===== config.mk =====
export PLATFORM = sky130hd
export DESIGN_NAME = port_b_bus_match
export DESIGN_NICKNAME = d
export VERILOG_FILES = /design/src/rtl/bus_match_pkg.sv /design/src/rtl/port_b_bus_match.sv /design/src/rtl/lane_order.sv
export VERILOG_INCLUDE_DIRS = /design/src /design/src/rtl
export SDC_FILE = /design/constraint.sdc
export NUM_CORES = 1
export LEC_CHECK = 0
export BUFFER_PORTS_ARGS = -buffer_cell sky130_fd_sc_hd__buf_2
export CORE_ASPECT_RATIO = 1.75
export CORE_MARGIN = 3
export CORE_UTILIZATION = 25
export CTS_CLUSTER_DIAMETER = 100
export DETAILED_ROUTE_END_ITERATION = 7
export PLACE_DENSITY = 0.46
export SYNTH_ARGS = -nofsm -noshare
export SYNTH_HDL_FRONTEND = slang
export SYNTH_HIERARCHICAL = 1
export SYNTH_SLANG_ARGS = --single-unit
export TNS_END_PERCENT = 30

===== constraint.sdc =====
create_clock -name clk_sys -period 8.07 [get_ports clk_sys]
set_clock_uncertainty 0.2 [all_clocks]
set_input_delay 0.4035 -clock clk_sys [delete_from_list [all_inputs] [get_ports clk_sys]]
set_output_delay 0.4035 -clock clk_sys [all_outputs]
set_load 0.03 [all_outputs]

===== src/rtl/bus_match_cfg.svh =====
// How it works
// - Long mode writes whole bus unchanged
// - Word writes pair, endian picks half order
// - Byte writes four, endian picks lane order
// - Long mode reads whole stored word
// - Word reads two halves, endian order
// - Upper half driven to zero on word reads
// - Upper lanes driven to zero on byte reads
// - Endian latched only during master reset
// - Last piece commits assembled word
// - Lanes outside width are ignored
// - Held pieces drain before next fetch
// - Byte reads four, endian order
`ifndef BUS_MATCH_CFG_SVH
`define BUS_MATCH_CFG_SVH
`define LANE_W        9
`define LONG_W        36
`define WORD_W        18
`define PIECES_WORD   2'h1
`define PIECES_BYTE   2'h3
`define ENDIAN_RST    1'b1
`endif


===== src/rtl/bus_match_pkg.sv =====
package bus_match_pkg;
    typedef enum logic [1:0] {SIZE_LONG, SIZE_WORD, SIZE_BYTE} width_mode_t;
    typedef enum {RD_IDLE, RD_HOLD} rd_state_t;
endpackage : bus_match_pkg


===== src/rtl/port_b_bus_match.sv =====
`timescale 1ns/10ps
`include "bus_match_cfg.svh"
module port_b_bus_match (
    input  wire logic                      clk_sys,
    input  wire logic                      rst,
    input  wire logic                      master_reset_first,
    input  wire logic                      partial_reset,
    input  wire logic                      bus_match_select,
    input  wire logic                      size_select,
    input  wire logic                      endian_select,
    input  wire logic                      b_wr_en,
    input  wire logic [`LONG_W-1:0]        port_b_bus_in,
    input  wire logic                      b_rd_en,
    output logic      [`LONG_W-1:0]        port_b_bus_out,
    output logic                           b_rd_valid,
    output logic                           b_to_a_push,
    output logic      [`LONG_W-1:0]        b_to_a_data,
    output logic                           a_to_b_pop,
    input  wire logic [`LONG_W-1:0]        a_to_b_data,
    input  wire logic                      a_to_b_nonempty,
    output logic                           big_endian_out
);
    import bus_match_pkg::*;

    // Strap pins and the master and partial reset pins pass two flops before any logic reads them; rst is used directly
    logic [1:0] bm_sync_reg, bm_sync_next, sz_sync_reg, sz_sync_next;
    logic [1:0] mr_sync_reg, mr_sync_next, pr_sync_reg, pr_sync_next;
    logic [1:0] be_sync_reg, be_sync_next;
    logic       big_endian_reg, big_endian_next;
    logic [1:0] wr_piece_reg, wr_piece_next, rd_piece_reg, rd_piece_next;
    logic [`LONG_W-1:0] wr_hold_reg, wr_hold_next, rd_hold_reg, rd_hold_next;
    logic [`LONG_W-1:0] out_reg, out_next, push_data_reg, push_data_next;
    logic       push_reg, push_next, valid_reg, valid_next;
    rd_state_t  rd_state_reg, rd_state_next;
    width_mode_t mode;
    logic [1:0] last_piece, wr_lane, rd_lane;
    logic       clear;
    logic [`LANE_W-1:0] rd_byte;
    logic [`WORD_W-1:0] rd_word;

    assign clear = rst | mr_sync_reg[1] | pr_sync_reg[1];

    always_comb begin
        mode = SIZE_LONG;
        if (bm_sync_reg[1]) begin
            mode = sz_sync_reg[1] ? SIZE_BYTE : SIZE_WORD;
        end
        last_piece = (mode == SIZE_BYTE) ? `PIECES_BYTE : `PIECES_WORD;
    end

    lane_order u_wr_lane (
        .piece      (wr_piece_reg),
        .big_endian (big_endian_reg),
        .byte_mode  (mode == SIZE_BYTE),
        .lane       (wr_lane)
    );
    lane_order u_rd_lane (
        .piece      (rd_piece_reg),
        .big_endian (big_endian_reg),
        .byte_mode  (mode == SIZE_BYTE),
        .lane       (rd_lane)
    );

    always_comb begin
        bm_sync_next    = {bm_sync_reg[0], bus_match_select};
        sz_sync_next    = {sz_sync_reg[0], size_select};
        mr_sync_next    = {mr_sync_reg[0], master_reset_first};
        pr_sync_next    = {pr_sync_reg[0], partial_reset};
        be_sync_next    = {be_sync_reg[0], endian_select};
        big_endian_next = big_endian_reg;
        // Endian strap and master reset share the same sync delay
        if (mr_sync_reg[1]) begin
            big_endian_next = be_sync_reg[1];
        end
    end

    // Write packing
    always_comb begin
        wr_piece_next  = wr_piece_reg;
        wr_hold_next   = wr_hold_reg;
        push_next      = 1'b0;
        push_data_next = push_data_reg;
        if (clear) begin
            wr_piece_next = 2'h0;
            wr_hold_next  = '0;
        end else if (b_wr_en) begin
            if (mode == SIZE_LONG) begin
                push_next      = 1'b1;
                push_data_next = port_b_bus_in;
            end else begin
                if (mode == SIZE_BYTE) begin
                    // Only B8-B0 is used
                    wr_hold_next[wr_lane*`LANE_W +: `LANE_W] = port_b_bus_in[`LANE_W-1:0];
                end else begin
                    wr_hold_next[wr_lane*`LANE_W +: `WORD_W] = port_b_bus_in[`WORD_W-1:0];
                end
                if (wr_piece_reg == last_piece) begin
                    push_next      = 1'b1;
                    push_data_next = wr_hold_next;
                    wr_piece_next  = 2'h0;
                end else begin
                    wr_piece_next = 2'(wr_piece_reg + 2'h1);
                end
            end
        end
    end

    // Read unpacking
    always_comb begin
        rd_state_next = rd_state_reg;
        rd_piece_next = rd_piece_reg;
        rd_hold_next  = rd_hold_reg;
        out_next      = out_reg;
        valid_next    = 1'b0;
        a_to_b_pop    = 1'b0;
        rd_byte       = rd_hold_reg[rd_lane*`LANE_W +: `LANE_W];
        rd_word       = rd_hold_reg[rd_lane*`LANE_W +: `WORD_W];
        if (clear) begin
            rd_state_next = RD_IDLE;
            rd_piece_next = 2'h0;
            rd_hold_next  = '0;
        end else if (b_rd_en) begin
            case (rd_state_reg)
                RD_IDLE: begin
                    if (a_to_b_nonempty) begin
                        a_to_b_pop = 1'b1;
                        valid_next = 1'b1;
                        if (mode == SIZE_LONG) begin
                            out_next = a_to_b_data;
                        end else begin
                            rd_hold_next  = a_to_b_data;
                            rd_state_next = RD_HOLD;
                            rd_piece_next = 2'h1;
                            if (mode == SIZE_BYTE) begin
                                out_next = {27'h0000000, a_to_b_data[(big_endian_reg ? 3 : 0)
                                           *`LANE_W +: `LANE_W]};
                            end else begin
                                out_next = {18'h00000, a_to_b_data[(big_endian_reg ? 2 : 0)
                                           *`LANE_W +: `WORD_W]};
                            end
                        end
                    end
                end
                RD_HOLD: begin
                    valid_next = 1'b1;
                    if (mode == SIZE_BYTE) begin
                        out_next = {27'h0000000, rd_byte};
                    end else begin
                        out_next = {18'h00000, rd_word};
                    end
                    if (rd_piece_reg == last_piece) begin
                        rd_state_next = RD_IDLE;
                        rd_piece_next = 2'h0;
                    end else begin
                        rd_piece_next = 2'(rd_piece_reg + 2'h1);
                    end
                end
                default: rd_state_next = RD_IDLE;
            endcase
        end
    end

    always_ff @(posedge clk_sys) begin
        if (rst) begin
            bm_sync_reg    <= 2'h0;
            sz_sync_reg    <= 2'h0;
            mr_sync_reg    <= 2'h0;
            pr_sync_reg    <= 2'h0;
            be_sync_reg    <= 2'h0;
            big_endian_reg <= `ENDIAN_RST;
            wr_piece_reg   <= 2'h0;
            wr_hold_reg    <= '0;
            push_reg       <= 1'b0;
            push_data_reg  <= '0;
            rd_state_reg   <= RD_IDLE;
            rd_piece_reg   <= 2'h0;
            rd_hold_reg    <= '0;
            out_reg        <= '0;
            valid_reg      <= 1'b0;
        end else begin
            bm_sync_reg    <= bm_sync_next;
            sz_sync_reg    <= sz_sync_next;
            mr_sync_reg    <= mr_sync_next;
            pr_sync_reg    <= pr_sync_next;
            be_sync_reg    <= be_sync_next;
            big_endian_reg <= big_endian_next;
            wr_piece_reg   <= wr_piece_next;
            wr_hold_reg    <= wr_hold_next;
            push_reg       <= push_next;
            push_data_reg  <= push_data_next;
            rd_state_reg   <= rd_state_next;
            rd_piece_reg   <= rd_piece_next;
            rd_hold_reg    <= rd_hold_next;
            out_reg        <= out_next;
            valid_reg      <= valid_next;
        end
    end

    assign port_b_bus_out = out_reg;
    assign b_rd_valid     = valid_reg;
    assign b_to_a_push    = push_reg;
    assign b_to_a_data    = push_data_reg;
    assign big_endian_out = big_endian_reg;
endmodule : port_b_bus_match


===== src/rtl/lane_order.sv =====
`timescale 1ns/10ps
`include "bus_match_cfg.svh"
// Maps a piece count to the 9-bit lane index it occupies in the long word
module lane_order (
    input  wire logic [1:0] piece,
    input  wire logic       big_endian,
    input  wire logic       byte_mode,
    output logic      [1:0] lane
);
    always_comb begin
        if (byte_mode) begin
            lane = big_endian ? 2'(2'h3 - piece) : piece;
        end else begin
            lane = big_endian ? 2'({~piece[0], 1'b0}) : 2'({piece[0], 1'b0});
        end
    end
endmodule : lane_order


Word-level counts from Yosys, hierarchy flattened
Index checks and enable logic that the tools add are counted.

word-level totals
  logic and storage cells = 97
  register bits after elaboration = 193

cells by class
  multiplexer cells = 37
  shifts and indexed selects = 8
  reduce and logical (&&, ||, !) cells = 13
  bitwise logic cells = 8
  eq/ne operators = 7
  add/sub/neg operators = 5
  multiply operators = 4

operators by type and width
  cell                                                                       count
  36-bit two-way mux                                                         5
  32-bit two-way mux                                                         3
  36-bit bitwise mux                                                         2
  36-bit one-hot mux with 2 select lines                                     1
  36-bit by 7-bit indexed part select with 18-bit output                     2
  36-bit by 7-bit indexed part select with 9-bit output                      2
  32-bit one-hot mux with 2 select lines                                     1
  18-bit two-way mux                                                         2
  18-bit by 34-bit variable shift with 36-bit output (first input constant)  1
  9-bit by 34-bit variable shift with 36-bit output (first input constant)   1
  18-bit by 34-bit indexed part select with 36-bit output                    1
  9-bit by 34-bit indexed part select with 36-bit output                     1
  6-bit negation with 34-bit output                                          1
  32-bit by 1-bit equality test with 1-bit output (second input constant)    1
  32-bit logical NOT                                                         1
  2-bit two-way mux                                                          15
  2-bit by 4-bit multiplier with 6-bit output (second input constant)        4
  4-bit AND reduction                                                        4
  1-bit two-way mux                                                          6
  2-bit != test (second input constant)                                      3
  1-bit NOT                                                                  6
  3-bit OR reduction                                                         2
  2-bit by 1-bit adder with 2-bit output (second input constant)             2
  2-bit equality test                                                        2
  other kinds (10)                                                           13

Depth between registers and ports, before layout
  word-level depth = 11
  mapped depth = 18
  gate-level depth less buffers = 12

Hierarchy
The synthesis kept the hierarchy.

modules (own cells, without submodules)
  module            cells each  sequential area each (µm²)  times used  area each (µm²)
  port_b_bus_match  1205        3243.1                      1           9591.7
  lane_order        4           0.0                         2           35.0

Worst setup path after synthesis
Ideal clock, no wire load.

  path type = flip-flop to flip-flop
  start point = reg bm_sync_reg[1]
  end point = reg push_data_reg[19], in the netlist b_to_a_data[19]
  arrival time = 3.136 ns
  clock period less this slack = 3.466 ns
  path buffers = 6
  slack = 4.604 ns
  data required time = 7.740 ns
  cell stages (with the launch flop) = 18
  cells stage by stage = dfxtp_1 -> nand2_1 -> inv_1 -> buf_4 -> buf_4 -> and2_2 -> buf_6 -> buf_12 -> inv_2 -> ha_1 -> buf_6 -> buf_6 -> mux2_4 -> mux2_2 -> a221oi_1 -> o31ai_1 -> nand2_1 -> o22ai_1

RTL lines
  item                           line                     RTL
  start, declared                port_b_bus_match.sv:26   logic [1:0] bm_sync_reg, bm_sync_next, sz_sync_reg, sz_sync_next;
  start signal, assigned         port_b_bus_match.sv:181  bm_sync_reg <= bm_sync_next;
  2-bit two-way mux              port_b_bus_match.sv:45   if (bm_sync_reg[1]) begin
  2-bit equality test            port_b_bus_match.sv:48   last_piece = (mode == SIZE_BYTE) ? `PIECES_BYTE : `PIECES_WORD;
  2-bit two-way mux (no line)    --
  via last_piece[1]              port_b_bus_match.sv:36   logic [1:0] last_piece, wr_lane, rd_lane;
  2-bit equality test            port_b_bus_match.sv:97   if (wr_piece_reg == last_piece) begin
  2-bit nonzero test (no line)   --
  3-bit AND reduction (no line)  --
  end signal, assigned           port_b_bus_match.sv:190  push_data_reg <= push_data_next;
  end, declared                  port_b_bus_match.sv:32   logic [`LONG_W-1:0] out_reg, out_next, push_data_reg, push_data_next;

The timed path passes the listed nets, and every way through them passes these cells. The select of a mux whose other input is x is not followed.
A chain may end at the register's enable or synchronous reset.

Worst setup path after layout
  start point = reg bm_sync_reg[1]
  end point = reg push_data_reg[35], in the netlist b_to_a_data[35]

on the way
  longest elaborated chain between the ends = 10

ends and longest elaborated chain
  item                                                                                   line                                            RTL
  2-bit two-way mux (*)                                                                  port_b_bus_match.sv:45
  2-bit equality test (*)                                                                port_b_bus_match.sv:54                          .byte_mode (mode == SIZE_BYTE),
  2-bit two-way mux (*)                                                                  lane_order.sv:11                                if (byte_mode) begin
  via wr_lane[1]                                                                         port_b_bus_match.sv:36
  2-bit by 4-bit multiplier with 6-bit output (no line) (*)                              --
  6-bit negation with 34-bit output (*)                                                  port_b_bus_match.sv:93, port_b_bus_match.sv:95
  18-bit by 34-bit indexed part select with 36-bit output, or another cell as far along  port_b_bus_match.sv:95                          wr_hold_next[wr_lane*`LANE_W +: `WORD_W] = port_b_bus_in[`WORD_W-1:0];
  36-bit bitwise mux (on tied branches)                                                  port_b_bus_match.sv:95, port_b_bus_match.sv:93
  36-bit two-way mux (*)                                                                 port_b_bus_match.sv:91                          if (mode == SIZE_BYTE) begin
  36-bit two-way mux (*)                                                                 port_b_bus_match.sv:97
  36-bit two-way mux (*)                                                                 port_b_bus_match.sv:87                          if (mode == SIZE_LONG) begin

Mark *: on every way through the listed nets, which the timed path passes. The rest lies on a longest branch. The select of a mux whose other input is x is not followed.

==> reports/results.env <==
LEAKAGE_POWER_SUMMED_OVER_ALL_CELLS_nW=4.31
CLK_PIN_SLEW_NS=0.07
YOSYS_MOST_USED_DFF='sky130_fd_sc_hd__dfxtp_1'
MAX-CLOCK-PATH-BUFFERS=2
STATUS='finished clean'
WORST_PATH_MOST_REPEATED_CELL='sky130_fd_sc_hd__buf_4'
R2R-START='bm_sync_reg[1]'
CRIT_PATH_TOP_DELAY_CELL='sky130_fd_sc_hd__ha_2'
WL_PER_CELL_MICRONS=25.1
CRITPATHCAPTURETYPE='flop'
GRT_START_MAX_NET_PINS=61
GRT_OVERFLOW=0
SYNTH-SEQ-CELLS=162
WORST_IR_DROP_VDD_mV=0.153
MAX_SLEW_MARGIN_PCT=20.9
ANTENNA_LEFT=0
SYNTH.AREA.TOP_CELLS='sky130_fd_sc_hd__dfxtp_1 (34%), sky130_fd_sc_hd__a21oi_1 (8.2%), sky130_fd_sc_hd__nand2_1 (7.1%), sky130_fd_sc_hd__o21ai_0 (5.3%), sky130_fd_sc_hd__mux2i_1 (5.1%)'
CTS-HTREE-LEVELS=4
WORST_HOLD_STARTPOINT='port_b_bus_in[33]'
SYNTH-EDFF-COUNT=0
PATH_MAX_FANOUT=39
DIE_AREA_SQ_UM=41100
YOSYSUNIQUECELLTYPES=87
FINAL_PERIOD_MINUS_WORST_SETUP_SLACK_NS=5.17
CRITICAL_PATH.MAX_STAGE_DELAY_NS=0.72
SYNTH_TOP_AREA_CELL='sky130_fd_sc_hd__dfxtp_1'
WORST-R2R-SETUP-SLACK_NS=2.90
RR_ENDPOINT='b_to_a_data[35]'
NATURE_OF_THE_CRITICAL_PATH_STARTPOINT='flop'
WIRE_LENGTH_OF_THE_FIRST_GLOBAL_ROUTING_PASS_MM=66.3
SYNTH-ASYNC-RESET-RATIO_PCT=0
PLACEMENT_ROWS=94
SYNTH.YOSYS.WARNINGS=6
IO-PIN-COUNT=158
CRITICAL_PATH.TOP_DELAY_FAMILY='buffers and inverters'
HOLDCRITPATHCLASS='input port to flop'
FINAL-INSTANCE-COUNT-EXCL-FILL=1813
CLOCK.FMAX_MHz=194
SYNTH_FP_NETS=1301
FINAL_MAX_SLEW_VIOL_COUNT=0
VIASPERCELL=5.59
PORT-BUFFER-COUNT=157
DRT-PASS1-ITER-COUNT=5
CRIT_ARRIVAL_NS=5.27
DRT_DRC_VIOLATIONS_LEFT=0
FINALSETUPVIOLCOUNT=0
TIMING.HOLD.WORST_PATH_DEPTH=3
UNREPAIRED_SETUP_ENDPOINTS_AFTER_GLOBAL_ROUTING='no'
TIMING.SETUP.CRITICAL_PATH_CLASS='flop to flop'
SYNTHCELLS=1213
WORSTREGTOREGCELLS=14
GPL.FINAL_WEIGHTED_CONGESTION=0.953
DETAIL_ROUTE.ITER0.VIOLATIONS=841
CLKLATENCYLATEPIN_NS=0.45
CTS_SINKS=162
POST_CTS_BUFFERS=0
CP.BUFFERS_INVERTERS=5
FIRST_GLOBAL_VIAS=10200
HOLDWS_NS=0.0143
TRITONCTS_CLOCK_TREE='done'
PLACEDCELLCOUNT=1755
DIE_H_MICRONS=266
ROUTED-VIA-COUNT=10100
TIMING.CRITICAL_PATH.CELLS='buf_4 > nand2_1 > inv_1 > buf_4 > mux2i_1 > xnor2_1 > inv_1 > ha_2 > buf_4 > mux2_2 > mux2i_1 > o21ai_0 > a222oi_1 > o22ai_1'
WORST_HOLD_PATH_EP='b_to_a_data[33]'
ANTENNA_CELLS=0
FINAL.SETUP.TNS_NS=0
INITIAL_UTILIZATION_PCT=25.5
CRITICAL_PATH_REQUIRED_NS=8.18
PLACE.DETAILED.HPWL_MM=32.0
CTS_INSERTED_BUFFERS=17
FINAL.PERIOD_UTILIZATION_PCT=64.0
CTS_ROOT_BUFFER='sky130_fd_sc_hd__clkbuf_16'
PLACED_AREA_SQ_UM=10600
FLOW.AREA_GROWTH_FROM_SYNTHESIS_PCT=18.2
GRT_USE_TOTAL_PCT=21.4
SYNTH_SEQUENTIAL_AREA_RATIO_PCT=33.6
FINALNETCOUNT=1408
WORST-SLEW-PIN-TRANSITION_NS=1.18
SYNTH_LARGEST_TYPE_AREA_FRACTION_PCT=33.6
NETLIST_AREA_SQ_UM=9660
FINAL_AREA_SQ_UM=11400
CAP_VIOL_MAX_COUNT=0
GRT_ANTENNA_BEFORE_REPAIR=0
SYN_AVG_CELL_AREA_SQ_UM=7.97
ROUTED_WL_MM=45.4
FINAL_LAYOUT_SIZE_SUFFIX_GT1_SHARE_PCT=20.4
DIE_WIDTH_MICRONS=155
FINAL_HOLD_VIOL_COUNT=0
COREAREA_SQ_UM=37900
CELLPOWERDENSITY_nW_PER_UM2=185
[cells in the mapped netlist, drive strengths merged (11+ instances only)]
cell type / count
o22ai: 15
a21oi: 159
inv: 19
mux4: 18
nor2: 59
dfxtp: 162
a22oi: 18
mux2i: 50
nand2: 184
clkbuf: 54
a221oi: 22
buf: 63
and3: 16
nand3b: 11
nor2b: 12
nor3: 16
a211oi: 16
nand3: 61
a31oi: 12
o21ai: 107
[cells in the final DEF (no fill, tap or decap), types with 5 or more instances in the layout]
master / count
sky130_fd_sc_hd__o21ai_0: 102
sky130_fd_sc_hd__a31oi_1: 12
sky130_fd_sc_hd__nand2_1: 183
sky130_fd_sc_hd__a21o_1: 8
sky130_fd_sc_hd__mux2_2: 8
sky130_fd_sc_hd__mux4_2: 16
sky130_fd_sc_hd__nand2b_1: 9
sky130_fd_sc_hd__a222oi_1: 5
sky130_fd_sc_hd__nor3_1: 15
sky130_fd_sc_hd__nand3b_1: 11
sky130_fd_sc_hd__ha_1: 5
sky130_fd_sc_hd__o22ai_1: 14
sky130_fd_sc_hd__dlygate4sd3_1: 26
sky130_fd_sc_hd__or3_1: 7
sky130_fd_sc_hd__inv_6: 6
sky130_fd_sc_hd__and3_1: 16
sky130_fd_sc_hd__nand3_1: 60
sky130_fd_sc_hd__o211ai_1: 9
sky130_fd_sc_hd__a211oi_1: 15
sky130_fd_sc_hd__inv_1: 16
sky130_fd_sc_hd__buf_4: 22
sky130_fd_sc_hd__mux2i_1: 49
sky130_fd_sc_hd__a21oi_1: 159
sky130_fd_sc_hd__dfxtp_1: 162
sky130_fd_sc_hd__a221oi_1: 19
sky130_fd_sc_hd__nor2_1: 55
sky130_fd_sc_hd__clkbuf_16: 17
sky130_fd_sc_hd__a22oi_1: 18
sky130_fd_sc_hd__nor2b_1: 12
sky130_fd_sc_hd__buf_2: 157
[cell families (layout without fill, tap and decap cells)]
logic type / after synthesis / after routing / synth area share (%)
flip-flops: 162 / 162 / 33.6
AND/OR/NAND/NOR: 408 / 408 / 20.2
XOR/XNOR: 7 / 7 / 0.635
adder cells (fa/ha/maj): 6 / 6 / 0.777
buffers and inverters: 139 / 259 / 7.56
AO/OA/AOI/OAI: 413 / 413 / 26.5
multiplexers: 78 / 78 / 10.7
[timing repair]
action,4_1_cts,5_1_grt
hold endpoints to repair,26,0
gates resized for setup,0,0
hold buffers,26,0
[how the worst max path moves through the flow]
stage                    from              end  slack (ns)  cells after the start
6_report       bm_sync_reg[1]  b_to_a_data[35]        2.90                     14
5_1_grt        bm_sync_reg[1]   wr_hold_reg[0]        2.63                     14
4_1_cts        bm_sync_reg[1]  b_to_a_data[35]        2.98                     14
3_5_place_dp   bm_sync_reg[1]  b_to_a_data[35]        2.99                     14
3_3_place_gp   bm_sync_reg[1]  b_to_a_data[35]        2.97                     14
2_1_floorplan  bm_sync_reg[1]  b_to_a_data[19]        4.60                     17
[stage by stage]
| step | worst slack, ns | power [mW] | util [%] |
|---|---|---|---|
| 2_1_floorplan | 4.60 | 1.12 | - |
| 3_3_place_gp | 2.97 | 1.29 | 27.9 |
| 3_5_place_dp | 2.99 | 1.28 | 27.9 |
| 4_1_cts | 2.98 | 2.13 | 30.1 |
| 5_1_grt | 2.63 | 2.19 | 30.1 |
| 6_report | 2.90 | 2.11 | 30.1 |
[cell type report]
cell class / count / area [sq um]
Multi-Input combinational cell: 912 / 5700
Clock buffer: 18 / 429
Tap cell: 480 / 601
Sequential cell: 162 / 3240
Inverter: 22 / 83.8
Clock inverter: 14 / 145
Timing Repair Buffer: 205 / 1210
Fill cell: 4148 / 26500
[per-layer routing]
layer,track usage [%],share of wire [%],vias up
li1,-,-,4643
met1,22.8,36,4914
met2,39.3,53,445
met3,3.09,5.0,126
met4,12.7,6.0,0
met5,0,0,-
[worst min-delay path: stages]
cell                      delay [ns]
sky130_fd_sc_hd__buf_2          0.09
sky130_fd_sc_hd__a31oi_1        0.08
sky130_fd_sc_hd__o21ai_0        0.06
[where the power goes]
| part | leakage, nW | internal, mW | switching, mW | total, mW |
|---|---|---|---|---|
| Sequential | 1.32 | 0.826 | 0.0162 | 0.843 |
| Clock | 0.284 | 0.436 | 0.395 | 0.831 |
| Combinational | 2.71 | 0.133 | 0.304 | 0.437 |
| Total | 4.31 | 1.40 | 0.715 | 2.11 |
Power figures use the tool's default switching activity.
